## config.mk

```make
export PLATFORM = sky130hd
export DESIGN_NAME = ipf_prio
export DESIGN_NICKNAME = d
export VERILOG_FILES = /design/src/ipf_pkg.sv /design/src/ipf_prio.sv
export SDC_FILE = /design/constraint.sdc
export NUM_CORES = 1
export LEC_CHECK = 0
export BUFFER_PORTS_ARGS = -buffer_cell sky130_fd_sc_hd__buf_2
export CORE_ASPECT_RATIO = 2
export CORE_MARGIN = 2
export CORE_UTILIZATION = 39
export CTS_BUF_LIST = sky130_fd_sc_hd__clkbuf_8
export DETAILED_ROUTE_END_ITERATION = 7
export GPL_ROUTABILITY_DRIVEN = 1
export HOLD_SLACK_MARGIN = 0.1
export PLACE_DENSITY_LB_ADDON = 0.08
export SYNTH_ARGS = -nofsm -noshare
export SYNTH_HDL_FRONTEND = slang
export SYNTH_SLANG_ARGS = --single-unit
```

## constraint.sdc

```tcl
create_clock -name clk -period 1.43 [get_ports clk]
set_clock_uncertainty 0.2 [all_clocks]
set_input_delay 0.0715 -clock clk [delete_from_list [all_inputs] [get_ports clk]]
set_output_delay 0.0715 -clock clk [all_outputs]
set_load 0.01 [all_outputs]
```

## src/ipf_pkg.sv

```systemverilog
// constants for the capture/compare interrupt priority word
package ipf_pkg;
   // ----------------------------------------------------------------
   // register map
   // ----------------------------------------------------------------
   localparam logic [11:0] PRIO_WORD_OFS  = 12'h000;
   localparam logic [11:0] LEVEL_VIEW_OFS = 12'h004;
   // ----------------------------------------------------------------
   // field positions
   // ----------------------------------------------------------------
   localparam int OC7_LSB = 12;
   localparam int OC6_LSB = 8;
   localparam int OC5_LSB = 4;
   localparam int IC6_LSB = 0;
   localparam int NUM_SRC = 4;
   // ----------------------------------------------------------------
   // values
   // ----------------------------------------------------------------
   localparam logic [2:0]  PRIO_RESET  = 3'h4;
   localparam logic [2:0]  PRIO_OFF    = 3'h0;
   localparam logic [2:0]  PRIO_MIN    = 3'h1;
   localparam logic [2:0]  PRIO_MAX    = 3'h7;
   localparam logic [15:0] IMPL_MASK   = 16'h7777;
   localparam logic [15:0] WORD_RESET  = 16'h4444;
   localparam logic [3:0]  EN_RESET    = 4'hF;
endpackage : ipf_pkg

```

## src/ipf_prio.sv

```systemverilog
// priority word register with apb access and per-source level outputs
// Overview of operation
// - field value 111 means level 7, the highest level.
// - field value 001 means level 1, lowest level still active.
// - field value 000 disables the source; it is never taken.
// - oc6_priority is read-write at bits 10 to 8.
//
// The implementer's own choices: the APB interface to the registers and the register offsets.
`timescale 1ns/100ps
`default_nettype none
module ipf_prio (
   // clock and reset
   input  wire logic        clk,
   input  wire logic        rst,
   // apb slave
   input  wire logic        psel,
   input  wire logic        penable,
   input  wire logic        pwrite,
   input  wire logic [11:0] paddr,
   input  wire logic [31:0] pwdata,
   input  wire logic [3:0]  pstrb,
   output logic      [31:0] prdata,
   output logic             pready,
   output logic             pslverr,
   // priority levels to arbitration
   output logic      [2:0]  oc7_priority,
   output logic      [2:0]  oc6_priority,
   output logic      [2:0]  oc5_priority,
   output logic      [2:0]  ic6_priority,
   // source enabled flags, ic6 oc5 oc6 oc7 in bits 0..3
   output logic      [3:0]  src_enabled
);

   // ----------------------------------------------------------------
   // helpers
   // ----------------------------------------------------------------
   // level 000 means the source is disabled
   function automatic logic active(input logic [2:0] lvl);
      return lvl != ipf_pkg::PRIO_OFF;
   endfunction

   function automatic logic [3:0] enables(input logic [15:0] w);
      return {active(w[ipf_pkg::OC7_LSB +: 3]), active(w[ipf_pkg::OC6_LSB +: 3]),
              active(w[ipf_pkg::OC5_LSB +: 3]), active(w[ipf_pkg::IC6_LSB +: 3])};
   endfunction

   // ----------------------------------------------------------------
   // state
   // ----------------------------------------------------------------
   logic [15:0] word_r, word_nxt;
   logic [31:0] prdata_r, prdata_nxt;
   logic        pready_r, pready_nxt;
   logic        pslverr_r, pslverr_nxt;
   logic [3:0]  en_r, en_nxt;

   logic setup;
   logic access;
   logic hit_word;
   logic hit_view;
   logic [15:0] wmask;

   assign setup    = psel && !penable;
   assign access   = psel && penable && pready_r;
   assign hit_word = (paddr == ipf_pkg::PRIO_WORD_OFS);
   assign hit_view = (paddr == ipf_pkg::LEVEL_VIEW_OFS);
   assign wmask    = {{8{pstrb[1]}}, {8{pstrb[0]}}};

   // ----------------------------------------------------------------
   // bus answer, next values
   // ----------------------------------------------------------------
   always_comb begin
      prdata_nxt  = prdata_r;
      pready_nxt  = 1'b0;
      pslverr_nxt = 1'b0;
      // answer one cycle after setup, read data captured in setup
      if (setup) begin
         pready_nxt = 1'b1;
         if (hit_word) begin
            if (!pwrite) begin
               prdata_nxt = {16'h0000, word_r & ipf_pkg::IMPL_MASK};
            end
         end else if (hit_view) begin
            pslverr_nxt = pwrite;
            if (!pwrite) begin
               prdata_nxt = {28'h0000000, en_r};
            end
         end else begin
            pslverr_nxt = 1'b1;
            prdata_nxt  = 32'h00000000;
         end
      end
   end

   // ----------------------------------------------------------------
   // priority word, next values
   // ----------------------------------------------------------------
   always_comb begin
      word_nxt = word_r;
      // write lands at the access edge
      if (access && pwrite && hit_word) begin
         word_nxt = (word_r & ~wmask) | (pwdata[15:0] & wmask & ipf_pkg::IMPL_MASK);
      end
      en_nxt = enables(word_nxt);
   end

   // ----------------------------------------------------------------
   // bus answer registers
   // ----------------------------------------------------------------
   always_ff @(posedge clk) begin
      if (rst) begin
         prdata_r  <= 32'h00000000;
         pready_r  <= 1'b0;
         pslverr_r <= 1'b0;
      end else begin
         prdata_r  <= prdata_nxt;
         pready_r  <= pready_nxt;
         pslverr_r <= pslverr_nxt;
      end
   end

   // ----------------------------------------------------------------
   // priority word registers
   // ----------------------------------------------------------------
   always_ff @(posedge clk) begin
      if (rst) begin
         word_r <= ipf_pkg::WORD_RESET;
         en_r   <= ipf_pkg::EN_RESET;
      end else begin
         word_r <= word_nxt;
         en_r   <= en_nxt;
      end
   end

   assign prdata       = prdata_r;
   assign pready       = pready_r;
   assign pslverr      = pslverr_r;
   assign oc7_priority = word_r[ipf_pkg::OC7_LSB +: 3];
   assign oc6_priority = word_r[ipf_pkg::OC6_LSB +: 3];
   assign oc5_priority = word_r[ipf_pkg::OC5_LSB +: 3];
   assign ic6_priority = word_r[ipf_pkg::IC6_LSB +: 3];
   assign src_enabled  = en_r;

   // ----------------------------------------------------------------
   // checks
   // ----------------------------------------------------------------
   AST_MAX_LEVEL: assert property (@(posedge clk) disable iff (rst)
      (oc7_priority == ipf_pkg::PRIO_MAX) |-> src_enabled[3])
      else $error("level 7 source not enabled");

   AST_MIN_LEVEL: assert property (@(posedge clk) disable iff (rst)
      (ic6_priority == ipf_pkg::PRIO_MIN) |-> src_enabled[0])
      else $error("level 1 source not enabled");

   AST_OFF_LEVEL: assert property (@(posedge clk) disable iff (rst)
      (oc5_priority == ipf_pkg::PRIO_OFF) |-> !src_enabled[1])
      else $error("level 0 source still enabled");

   AST_OC6_WRITE: assert property (@(posedge clk) disable iff (rst)
      (access && pwrite && hit_word && pstrb[1]) |=> (oc6_priority == $past(pwdata[10:8])))
      else $error("oc6 field write lost");

   AST_GAPS_ZERO: assert property (@(posedge clk) disable iff (rst)
      (pready && !pslverr && $past(hit_word && !pwrite)) |-> (prdata[15] == 1'b0
         && prdata[11] == 1'b0 && prdata[7] == 1'b0 && prdata[3] == 1'b0))
      else $error("unused bit read nonzero");

   AST_RESET_VAL: assert property (@(posedge clk)
      $past(rst) |-> (word_r == ipf_pkg::WORD_RESET && pready == 1'b0))
      else $error("reset value wrong");

   AST_ONE_WAIT: assert property (@(posedge clk) disable iff (rst)
      setup |=> pready ##1 !pready)
      else $error("apb answer timing wrong");

   AST_HOLD: assert property (@(posedge clk) disable iff (rst)
      !(access && pwrite && hit_word) |=> $stable(oc6_priority))
      else $error("oc6 field changed without write");

   // ----------------------------------------------------------------
   // level meaning per source
   // ----------------------------------------------------------------
   AST_MAX_OC6: assert property (@(posedge clk) disable iff (rst)
      (oc6_priority == ipf_pkg::PRIO_MAX) |-> src_enabled[2])
      else $error("oc6 level 7 not enabled");

   AST_MAX_OC5: assert property (@(posedge clk) disable iff (rst)
      (oc5_priority == ipf_pkg::PRIO_MAX) |-> src_enabled[1])
      else $error("oc5 level 7 not enabled");

   AST_MAX_IC6: assert property (@(posedge clk) disable iff (rst)
      (ic6_priority == ipf_pkg::PRIO_MAX) |-> src_enabled[0])
      else $error("ic6 level 7 not enabled");

   AST_MIN_OC7: assert property (@(posedge clk) disable iff (rst)
      (oc7_priority == ipf_pkg::PRIO_MIN) |-> src_enabled[3])
      else $error("oc7 level 1 not enabled");

   AST_MIN_OC6: assert property (@(posedge clk) disable iff (rst)
      (oc6_priority == ipf_pkg::PRIO_MIN) |-> src_enabled[2])
      else $error("oc6 level 1 not enabled");

   AST_MIN_OC5: assert property (@(posedge clk) disable iff (rst)
      (oc5_priority == ipf_pkg::PRIO_MIN) |-> src_enabled[1])
      else $error("oc5 level 1 not enabled");

   AST_OFF_OC7: assert property (@(posedge clk) disable iff (rst)
      (oc7_priority == ipf_pkg::PRIO_OFF) |-> !src_enabled[3])
      else $error("oc7 level 0 still enabled");

   AST_OFF_OC6: assert property (@(posedge clk) disable iff (rst)
      (oc6_priority == ipf_pkg::PRIO_OFF) |-> !src_enabled[2])
      else $error("oc6 level 0 still enabled");

   AST_OFF_IC6: assert property (@(posedge clk) disable iff (rst)
      (ic6_priority == ipf_pkg::PRIO_OFF) |-> !src_enabled[0])
      else $error("ic6 level 0 still enabled");

   AST_ON_OC7: assert property (@(posedge clk) disable iff (rst)
      (oc7_priority != ipf_pkg::PRIO_OFF) |-> src_enabled[3])
      else $error("oc7 nonzero level disabled");

   AST_ON_OC6: assert property (@(posedge clk) disable iff (rst)
      (oc6_priority != ipf_pkg::PRIO_OFF) |-> src_enabled[2])
      else $error("oc6 nonzero level disabled");

   AST_ON_OC5: assert property (@(posedge clk) disable iff (rst)
      (oc5_priority != ipf_pkg::PRIO_OFF) |-> src_enabled[1])
      else $error("oc5 nonzero level disabled");

   AST_ON_IC6: assert property (@(posedge clk) disable iff (rst)
      (ic6_priority != ipf_pkg::PRIO_OFF) |-> src_enabled[0])
      else $error("ic6 nonzero level disabled");

   // ----------------------------------------------------------------
   // field writes and holds
   // ----------------------------------------------------------------
   AST_OC7_WRITE: assert property (@(posedge clk) disable iff (rst)
      (access && pwrite && hit_word && pstrb[1]) |=> (oc7_priority == $past(pwdata[14:12])))
      else $error("oc7 field write lost");

   AST_OC5_WRITE: assert property (@(posedge clk) disable iff (rst)
      (access && pwrite && hit_word && pstrb[0]) |=> (oc5_priority == $past(pwdata[6:4])))
      else $error("oc5 field write lost");

   AST_IC6_WRITE: assert property (@(posedge clk) disable iff (rst)
      (access && pwrite && hit_word && pstrb[0]) |=> (ic6_priority == $past(pwdata[2:0])))
      else $error("ic6 field write lost");

   AST_HOLD_OC7: assert property (@(posedge clk) disable iff (rst)
      !(access && pwrite && hit_word) |=> $stable(oc7_priority))
      else $error("oc7 field changed without write");

   AST_HOLD_OC5: assert property (@(posedge clk) disable iff (rst)
      !(access && pwrite && hit_word) |=> $stable(oc5_priority))
      else $error("oc5 field changed without write");

   AST_HOLD_IC6: assert property (@(posedge clk) disable iff (rst)
      !(access && pwrite && hit_word) |=> $stable(ic6_priority))
      else $error("ic6 field changed without write");

   AST_LANE_KEEP: assert property (@(posedge clk) disable iff (rst)
      (access && pwrite && hit_word && !pstrb[1]) |=> $stable(oc6_priority))
      else $error("oc6 field written without its lane");

   // ----------------------------------------------------------------
   // bus answers
   // ----------------------------------------------------------------
   AST_READ_WORD: assert property (@(posedge clk) disable iff (rst)
      (setup && hit_word && !pwrite) |=> (prdata == {16'h0000, 1'b0, $past(oc7_priority),
         1'b0, $past(oc6_priority), 1'b0, $past(oc5_priority), 1'b0, $past(ic6_priority)}))
      else $error("word read data wrong");

   AST_ERR_UNMAPPED: assert property (@(posedge clk) disable iff (rst)
      (setup && !hit_word && !hit_view) |=> (pready && pslverr && prdata == 32'h00000000))
      else $error("unmapped access not refused");

   AST_ERR_WITH_READY: assert property (@(posedge clk) disable iff (rst)
      pslverr |-> pready)
      else $error("error without ready");

endmodule : ipf_prio
`default_nettype wire

```

* After elaboration in Yosys (flattened, before gate mapping)
Cells that the tools add are included.
** Storage, ports and cells
- Bits of input ports :: 53
- Register bits :: 54
** Cells by class
- Mux-type cells :: 7
- Reduce and logical (&&, ||, !) cells :: 13
- Bitwise logic cells :: 5
- Equality and inequality tests :: 3
** Operator list (count)
- $mux W32 :: 4
- $and A16 B16 Y16 :: 1
- $not A16 Y16 :: 1
- $or A16 B15 Y16 :: 1
- $and A15 B15 Y15 :: 1
- $mux W15 :: 1
- $eq A12 B3 Y1 const B :: 1
- $logic_not A12 Y1 :: 1
- $reduce_bool A3 Y1 :: 4
- $logic_and A1 B1 Y1 :: 5
- $ne A2 B2 Y1 const B :: 2
- $reduce_and A3 Y1 :: 1
- $reduce_or A3 Y1 :: 1
- $mux W1 :: 2
- $logic_not A1 Y1 :: 1
- $not A1 Y1 :: 1

* Logic depth before layout (Yosys ltp)
Gate-level depths: netlist of the first run.
- Depth after elaboration :: 6
- Mapped depth :: 6

* Least setup slack after synthesis of the first run
OpenSTA, ideal clock, no wires.
- Kind :: register -> register
- From :: register pready_r, in the netlist pready
- To :: register word_r[2]
- Period minus slack after synthesis :: 1411 ps
- Path slack :: 19 ps
- Buffers on the path :: 1
- Data required time :: 1105 ps
- Data arrival time :: 1086 ps
- Setup time :: 125 ps
- Stages on the path, launching flop included :: 6
- Cells stage by stage :: dfxtp_1 and4b_1 and3_1 buf_2 a211oi_1 a21oi_1
** Between the ends
- Word-level cells in the longest chain between the ends :: 4
** RTL lines
- from (decl) :: line ipf_prio.sv:52 : logic pready_r, pready_nxt;
- from (signal assigned) :: line ipf_prio.sv:116 : pready_r <= pready_nxt;
- $logic_and A1 B1 Y1 :: line ipf_prio.sv:63 : assign access = psel && penable && pready_r;
- $logic_and A1 B1 Y1 (2 in a row) :: line ipf_prio.sv:100 : if (access && pwrite && hit_word) begin
- $mux W15 :: line ipf_prio.sv:100
- to (signal assigned) :: line ipf_prio.sv:126 : word_r <= ipf_pkg::WORD_RESET;
- to (signal assigned) :: line ipf_prio.sv:129 : word_r <= word_nxt;
- to (decl) :: line ipf_prio.sv:50 : logic [15:0] word_r, word_nxt;
Every way passes these cells.
A chain may end at the register's enable or synchronous reset.

* Final worst setup path of the first run
- From :: register pready_r, in the netlist pready
- To :: register en_r[0], in the netlist src_enabled[0]
** Between the ends
- Word-level cells in the longest chain between the ends :: 5
** RTL lines
- $logic_and A1 B1 Y1 :: line ipf_prio.sv:63
- $logic_and A1 B1 Y1 (2 in a row) :: line ipf_prio.sv:100
- $mux W15 :: line ipf_prio.sv:100
- $reduce_bool A3 Y1 :: line ipf_prio.sv:39 : return lvl != ipf_pkg::PRIO_OFF;
- to (signal assigned) :: line ipf_prio.sv:127 : en_r <= ipf_pkg::EN_RESET;
- to (signal assigned) :: line ipf_prio.sv:130 : en_r <= en_nxt;
- to (decl) :: line ipf_prio.sv:54 : logic [3:0] en_r, en_nxt;
Every way passes these cells.

==> key figures, run 1 <==
CTS
  – Hold buffers post-CTS: 18
  – H-tree depth: 2
  – CTS tree: built
  – CTS buffer count: 5
  – Clock Path Buffers: 2
  – Reg clk slew, reported paths: 70 ps
  – Skew-Pair Late Insertion Delay: 280 ps
  – Clock sinks: 31
  – Root Buffer: clkbuf_8

STA
  – Post-route worst setup slack: -39.7 ps
  – Fmax: 680 MHz
  – Period minus WS final: 1470 ps
  – Sum Neg Setup Slack: -41.1 ps
  – Final hold vios: 0
  – RSZ-0062 raised after global routing: yes
  – Final clock period utilization by the worst path: 1.03
  – Final setup fails: 2
  – Max Slew Vio Count: 0

Placed design
  – DP HPWL: 3.03 mm
  – Count of input and output buffers: 61
  – Dpl ws: -199 ps
  – Placed cells: 285
  – Final GP Congestion: 0.758

Synthesis
  – Synthesized flop and latch total: 31
  – Top cell type's share of synthesized area: 0.405
  – Synth unique cells: 29
  – Count leader, synth: dfxtp_1
  – Synth top area cells: dfxtp_1 40%, buf_4 9.8%, nand2b_1 5.7%
  – YS warnings: 0
  – Syn Inst Count: 175
  – Post-synth top flop: dfxtp_1
  – Post-synth ARST share: 0
  – Synth area leader: dfxtp_1
  – Post-synth top cells: 31 x dfxtp_1, 20 x buf_4, 16 x a21oi_1, 14 x nand2b_1, 14 x nor2_1
  – Part of the Yosys area used for sequential elements: 0.405
  – Synthesized area per cell: 8.77 µm²
  – Post-synth EDFFs: 0
  – Synthesized area: roughly 1500 µm²

Power and ir drop
  – Clock Power Share: 0.452
  – Internal power: between 1500 and 2000 µW
  – PD cells: 872 nW/µm²
  – Total power: 1980 µW
  – Flop pwr share: 0.438
  – Sw frac: 0.225
  – P_sw: 445 µW
  – Logic pwr share: 0.110
  – Leak: 0.000941 µW
  – Max IR drop VDD: 0.781 mV

Final layout
  – N_diodes: 0
  – Layout cell share with drive strength beyond 1: 0.411
  – FILL cells: between 300 and 400
  – Layout area overhead: 47.9%
  – Multi-input gate area: roughly 840 µm²
  – Nets: about 320
  – Storage cell area: 622 µm²
  – Final Util: 0.596
  – Final Non-Filler Cells: around 320

Worst setup path
  – Critical Path Source: pready
  – Startpoint types: flip-flop
  – CP Data Required Time: 1430 ps
  – Reg2reg start: pready
  – Crit. End Element: flip-flop
  – Worst EP arrival: 1470 ps
  – Kind of critical path: reg2reg
  – Biggest fanout along the worst timing path: 5
  – Worst reg-to-reg setup slack: -40 ps

Die
  – Chip Width: a little under 50 µm
  – Initial Utilization: 0.403
  – Die Y: 92.7 µm
  – Num ports: 103
  – Core Rows: 32
  – Die Area: 4480 µm²
  – Core area: 3800 µm²

Min path
  – Hold Crit Class: in2reg
  – Hold path start: penable

Drt
  – DR pass1 iterations: 4
  – Vias: 1,577
  – ANT nets after route: 0
  – Routed wire length: 4.54 mm
  – Avg Vias per Cell: 4.99
  – DR iter-0 viols: 21
  – DR DRC count: 0
  – Routed length per instance: 14.4 µm

GRT
  – Largest net degree at the start of global routing: 27
  – Global Route Usage Sum: 0.187
  – GRT Residual Overflow: 0
  – First-pass GRT wire length: ~6.6 mm
  – Number of global-route vias before repair: roughly 1,500
  – Initial antenna violation count: 0

Run status
  – Violated checks: negative setup slack
  – Status: complete, but fails checks

Job
  – Max cap viols: 0
flip-flops by register name (all words and copies together) (netlist names):
name         count
prdata          13
word_r          12
src_enabled      4
pready           1
pslverr          1
layer usage:
layer  wire (µm)  track usage  share of wire
met5           0            0              0
met4          36       0.0762         0.0079
met3         235       0.0452          0.052
met2        2610        0.365           0.57
met1        1660        0.184           0.36
path summary, 6_finish.rpt:
check | to | cells past startpoint
hold / removal | src_enabled[1] | 4
setup reg to reg | src_enabled[0] | 4
setup / recovery | src_enabled[0] | 4
hold reg to reg | prdata[6] | 2
metrics by stage:
step                cell area (µm²)  hold slack, ps
floorplan                      1600            18.8
global placement               1840             153
detailed placement             1840             148
CTS                            2160           -24.8
global route                   2270            66.8
finish                         2270            50.2
cell families (layout without fill, tap and decap cells):
| logic type | after synthesis | after routing | share of synthesized area |
|---|---|---|---|
| multiplexers | 7 | 7 | 0.0481 |
| flip-flops | 31 | 31 | 0.405 |
| other | 1 | 19 | 0.00244 |
| AND/OR/NAND/NOR | 67 | 67 | 0.263 |
| buffers and inverters | 30 | 102 | 0.142 |
| AO/OA/AOI/OAI | 39 | 39 | 0.140 |
worst max-delay path: stages, from the launching register on:
cell and delay, ps:
dfxtp_2 320, and4b_2 310, nand3_4 120, nor2_4 180
mux2i_1 250
power groups by stage:
| stage | sequential (µW) | combinational [µW] | clock [µW] |
|---|---|---|---|
| 2_1_floorplan | 887 | 112 | 0 |
| 3_3_place_gp | 886 | 152 | 0 |
| 3_5_place_dp | 886 | 153 | 0 |
| 4_1_cts | 866 | 194 | 914 |
| 5_1_grt | 866 | 233 | 949 |
| 6_report | 866 | 218 | 894 |
what timing repair did:
item / in CTS / in global routing
setup endpoints to repair: 8 / 25
gates resized for setup: 7 / 23
buffers inserted: 0 / 3
cloned: 0 / 2
pin swaps: 0 / 9
endpoints found under the hold margin: 26 / 9
area by class of cell:
| class | count | area share |
|---|---|---|
| Clock inverter | 2 | 0.0154 |
| Multi-Input combinational cell | 132 | 0.372 |
| Timing Repair Buffer | 94 | 0.274 |
| Sequential cell | 31 | 0.274 |
| Clock buffer | 6 | 0.0364 |
| Tap cell | 51 | 0.0281 |
cells in the final DEF, fill, tap and decap left out, drive strengths merged:
cell type and count:
and4b 1, nand2 3, a31oi 3, nand4 10
mux2i 4, nand2b 14, and3 3, or4 1
a21boi 1, a41oi 1, dlymetal6s4s 1, dfxtp 31
conb 19, dlygate4sd3 17, nor2 16, nor4 4
a21oi 16, buf 76, clkbuf 6, bufinv 1
mux2 3, o21ai 17, nand3 14, clkinv 1
a211oi 1, nor3 1
Power figures use the tool's default switching activity.
==> run 2: changes to the inputs <==
Settings changed: CELL_PAD_IN_SITES_DETAIL_PLACEMENT set to 1, CELL_PAD_IN_SITES_GLOBAL_PLACEMENT set to 2, CORE_MARGIN 2 to 5, CORE_UTILIZATION 39 to 20.
==> run 2 against run 1 <==
The flow still finishes with violations (negative setup slack); register-to-register slack barely moved; final cell count up 13%; sequential share of layout area fell by 0.25 points; critical endpoint is now word_r[2].
==> key figures, run 2 (synthesis results as in run 1) <==
Run status
  – Status: complete, but fails checks (unchanged)
  – Violated checks: negative setup slack (unchanged)

Die
  – Initial Utilization: 0.203 (was 0.403)
  – Num ports: 103 (unchanged)
  – Die Area: 9630 µm² (was 4480 µm²)
  – Core Rows: 45 (was 32)
  – Core area: 7540 µm² (was 3800 µm²)
  – Chip Width: 71.9 µm (was 48.3 µm)
  – Die Y: 134 µm (was 92.7 µm)

GRT
  – GRT Residual Overflow: 0 (unchanged)
  – First-pass GRT wire length: 8.68 mm (was 6.56 mm)
  – Met1 Use GR: 0.116 (was 0.184)
  – Initial antenna violation count: 0 (unchanged)
  – Global Route Usage Sum: 0.118 (was 0.187)
  – GR Util met2: 0.227 (was 0.365)
  – Largest net degree at the start of global routing: 27 (unchanged)
  – Top Usage Layer GRT: met2 (unchanged)
  – Met3 Use GR: 0.0293 (was 0.0452)
  – Number of global-route vias before repair: 1,707 (was 1,464)

Placed design
  – Final GP Congestion: 0.736 (was 0.758)
  – Count of input and output buffers: 61 (unchanged)
  – Placed cells: 331 (was 285)
  – Placed standard-cell area: 1940 µm² (was 1840 µm²)
  – Dpl ws: -169 ps (was -199 ps)
  – DP HPWL: 4.17 mm (was 3.03 mm)

Power and ir drop
  – Leak: 0.000932 µW (was 0.000941 µW)
  – Sw frac: 0.235 (was 0.225)
  – Logic pwr share: 0.107 (was 0.110)
  – P_sw: 471 µW (was 445 µW)
  – Internal power: 1530 µW (about the same)
  – Flop pwr share: 0.432 (was 0.438)
  – Clock Power Share: 0.461 (was 0.452)
  – Max IR drop VDD: 0.651 mV (was 0.781 mV)
  – PD cells: 876 nW/µm² (was 872 nW/µm²)

Worst setup path
  – Crit path cell chain: and4b_2, and3_2, a211oi_1, a21oi_1 (was and4b_2, nand3_4, nor2_4, mux2i_1)
  – Startpoint types: flip-flop (unchanged)
  – Reg2reg start: pready (unchanged)
  – Worst EP arrival: 1440 ps (was 1470 ps)
  – Biggest fanout along the worst timing path: 6 (was 5)
  – CP Data Required Time: 1410 ps (was 1430 ps)
  – Worst reg-to-reg setup slack: -30 ps (was -40 ps)
  – Slowest stage cell, crit path: dfxtp_2 (unchanged)
  – Crit. End Element: flip-flop (unchanged)
  – Largest stage delay, worst path: 320 ps (about the same)
  – Kind of critical path: reg2reg (unchanged)
  – Reg-to-reg endpoint: word_r[2] (was src_enabled[0])
  – Reg2Reg Depth: 4 (unchanged)

Drt
  – DR DRC count: 0 (unchanged)
  – Routed length per instance: 15.4 µm (was 14.4 µm)
  – Routed wire length: 5.52 mm (was 4.54 mm)
  – ANT nets after route: 0 (unchanged)
  – DR iter-0 viols: 50 (was 21)
  – Vias: 1,540 (was 1,577)
  – Avg Vias per Cell: 4.30 (was 4.99)
  – DR pass1 iterations: 4 (unchanged)

CTS
  – Skew-Pair Late Insertion Delay: 290 ps (was 280 ps)
  – CTS buffer count: 5 (unchanged)
  – CTS tree: built (unchanged)
  – H-tree depth: 2 (unchanged)
  – Reg clk slew, reported paths: 70 ps (about the same)
  – Root Buffer: clkbuf_8 (unchanged)
  – Clock Path Buffers: 2 (unchanged)
  – Clock sinks: 31 (unchanged)

Final layout
  – N_diodes: 0 (unchanged)
  – Most common cell after layout, fill and taps aside: buf_2 (unchanged)
  – Most frequent cells in the layout: 61 x buf_2, 30 x dfxtp_1, 19 x conb_1, 19 x dlygate4sd3_1, 16 x a21oi_1 (was 61 x buf_2, 30 x dfxtp_1, 19 x conb_1, 17 x dlygate4sd3_1)
  – FILL cells: 935 (was 359)
  – Layout area overhead: 49.3% (was 47.9%)
  – Final Instance Area: 2290 µm² (was 2270 µm²)
  – Nets: 316 (was 317)
  – Final Non-Filler Cells: 358 (was 316)
  – Layout cell share with drive strength beyond 1: 0.371 (was 0.411)
  – Max reg flops: 13 (unchanged)

Min path
  – Hold worst-path end: src_enabled[0] (was src_enabled[1])
  – Hold Crit Class: in2reg (unchanged)
  – Hold path start: penable (unchanged)
  – Hold Path Cell Cnt: 4 (unchanged)

STA
  – Period minus WS final: 1460 ps (was 1470 ps)
  – Fmax: 685 MHz (was 680 MHz)
  – Post-route worst setup slack: -30.7 ps (was -39.7 ps)
  – Final setup fails: 5 (was 2)
  – RSZ-0062 raised after global routing: yes (unchanged)
  – Final clock period utilization by the worst path: 1.02 (was 1.03)
  – Max Slew Vio Count: 0 (unchanged)
  – Final hold vios: 0 (unchanged)

Job
  – Max cap viols: 0 (unchanged)
-- run 2: worst max path at each step --
| stage | start | end | slack, ps |
|---|---|---|---|
| floorplan | pready | word_r[2] | 20 |
| global placement | paddr[9] | src_enabled[1] | -150 |
| detailed placement | paddr[9] | word_r[14] | -170 |
| CTS | pready | word_r[14] | -50 |
| global route | pready | word_r[14] | -90 |
| finish | pready | word_r[2] | -30 |
-- run 2: what timing repair did --
action / CTS / global route
gates resized for setup: 11 / 4
pin swaps: 0 / 5
setup buffers: 1 / 0
endpoints found under the setup margin: 16 / 18
hold buffers: 18 / 1
endpoints found under the hold margin: 27 / 7
-- run 2: worst max-delay path: cells and delay by family, from the launching register on --
family           cells  cell delay (ps)
AND/OR/NAND/NOR      2              520
flip-flops           1              320
AO/OA/AOI/OAI        2              310
-- run 2: layout make-up --
cell class / count / area, µm² / share of cell area
repair buffers: 93 / 634 / 0.277
multi-input cells: 132 / 798 / 0.349
clock inverters: 2 / 35.0 / 0.0153
flip-flops and latches: 31 / 622 / 0.272
clock buffers: 6 / 82.6 / 0.0361
well taps: 94 / 118 / 0.0514
-- run 2: per-stage QoR --
stage	TNS (ps)	total power [µW]	util	hold WS, ps
after floorplan	0	999	-	18.8
after global placement	-1840	1060	0.257	153
after detailed placement	-2000	1060	0.257	154
after CTS	-139	2050	0.303	15.8
after global routing	-800	2110	0.303	91.9
final	-69.5	2010	0.303	72.5
-- run 2: routing by layer --
metal	up-vias	wire length, µm
li1	757	-
met1	729	1990
met2	47	3110
met3	7	314
met4	0	97
met5	-	0
-- run 2: power by group through the flow --
stage	clock network, µW	registers (µW)	logic [µW]
floorplan	0	887	112
global placement	0	886	173
detailed placement	0	886	172
CTS	970	866	214
global route	1010	866	236
finish	924	866	215
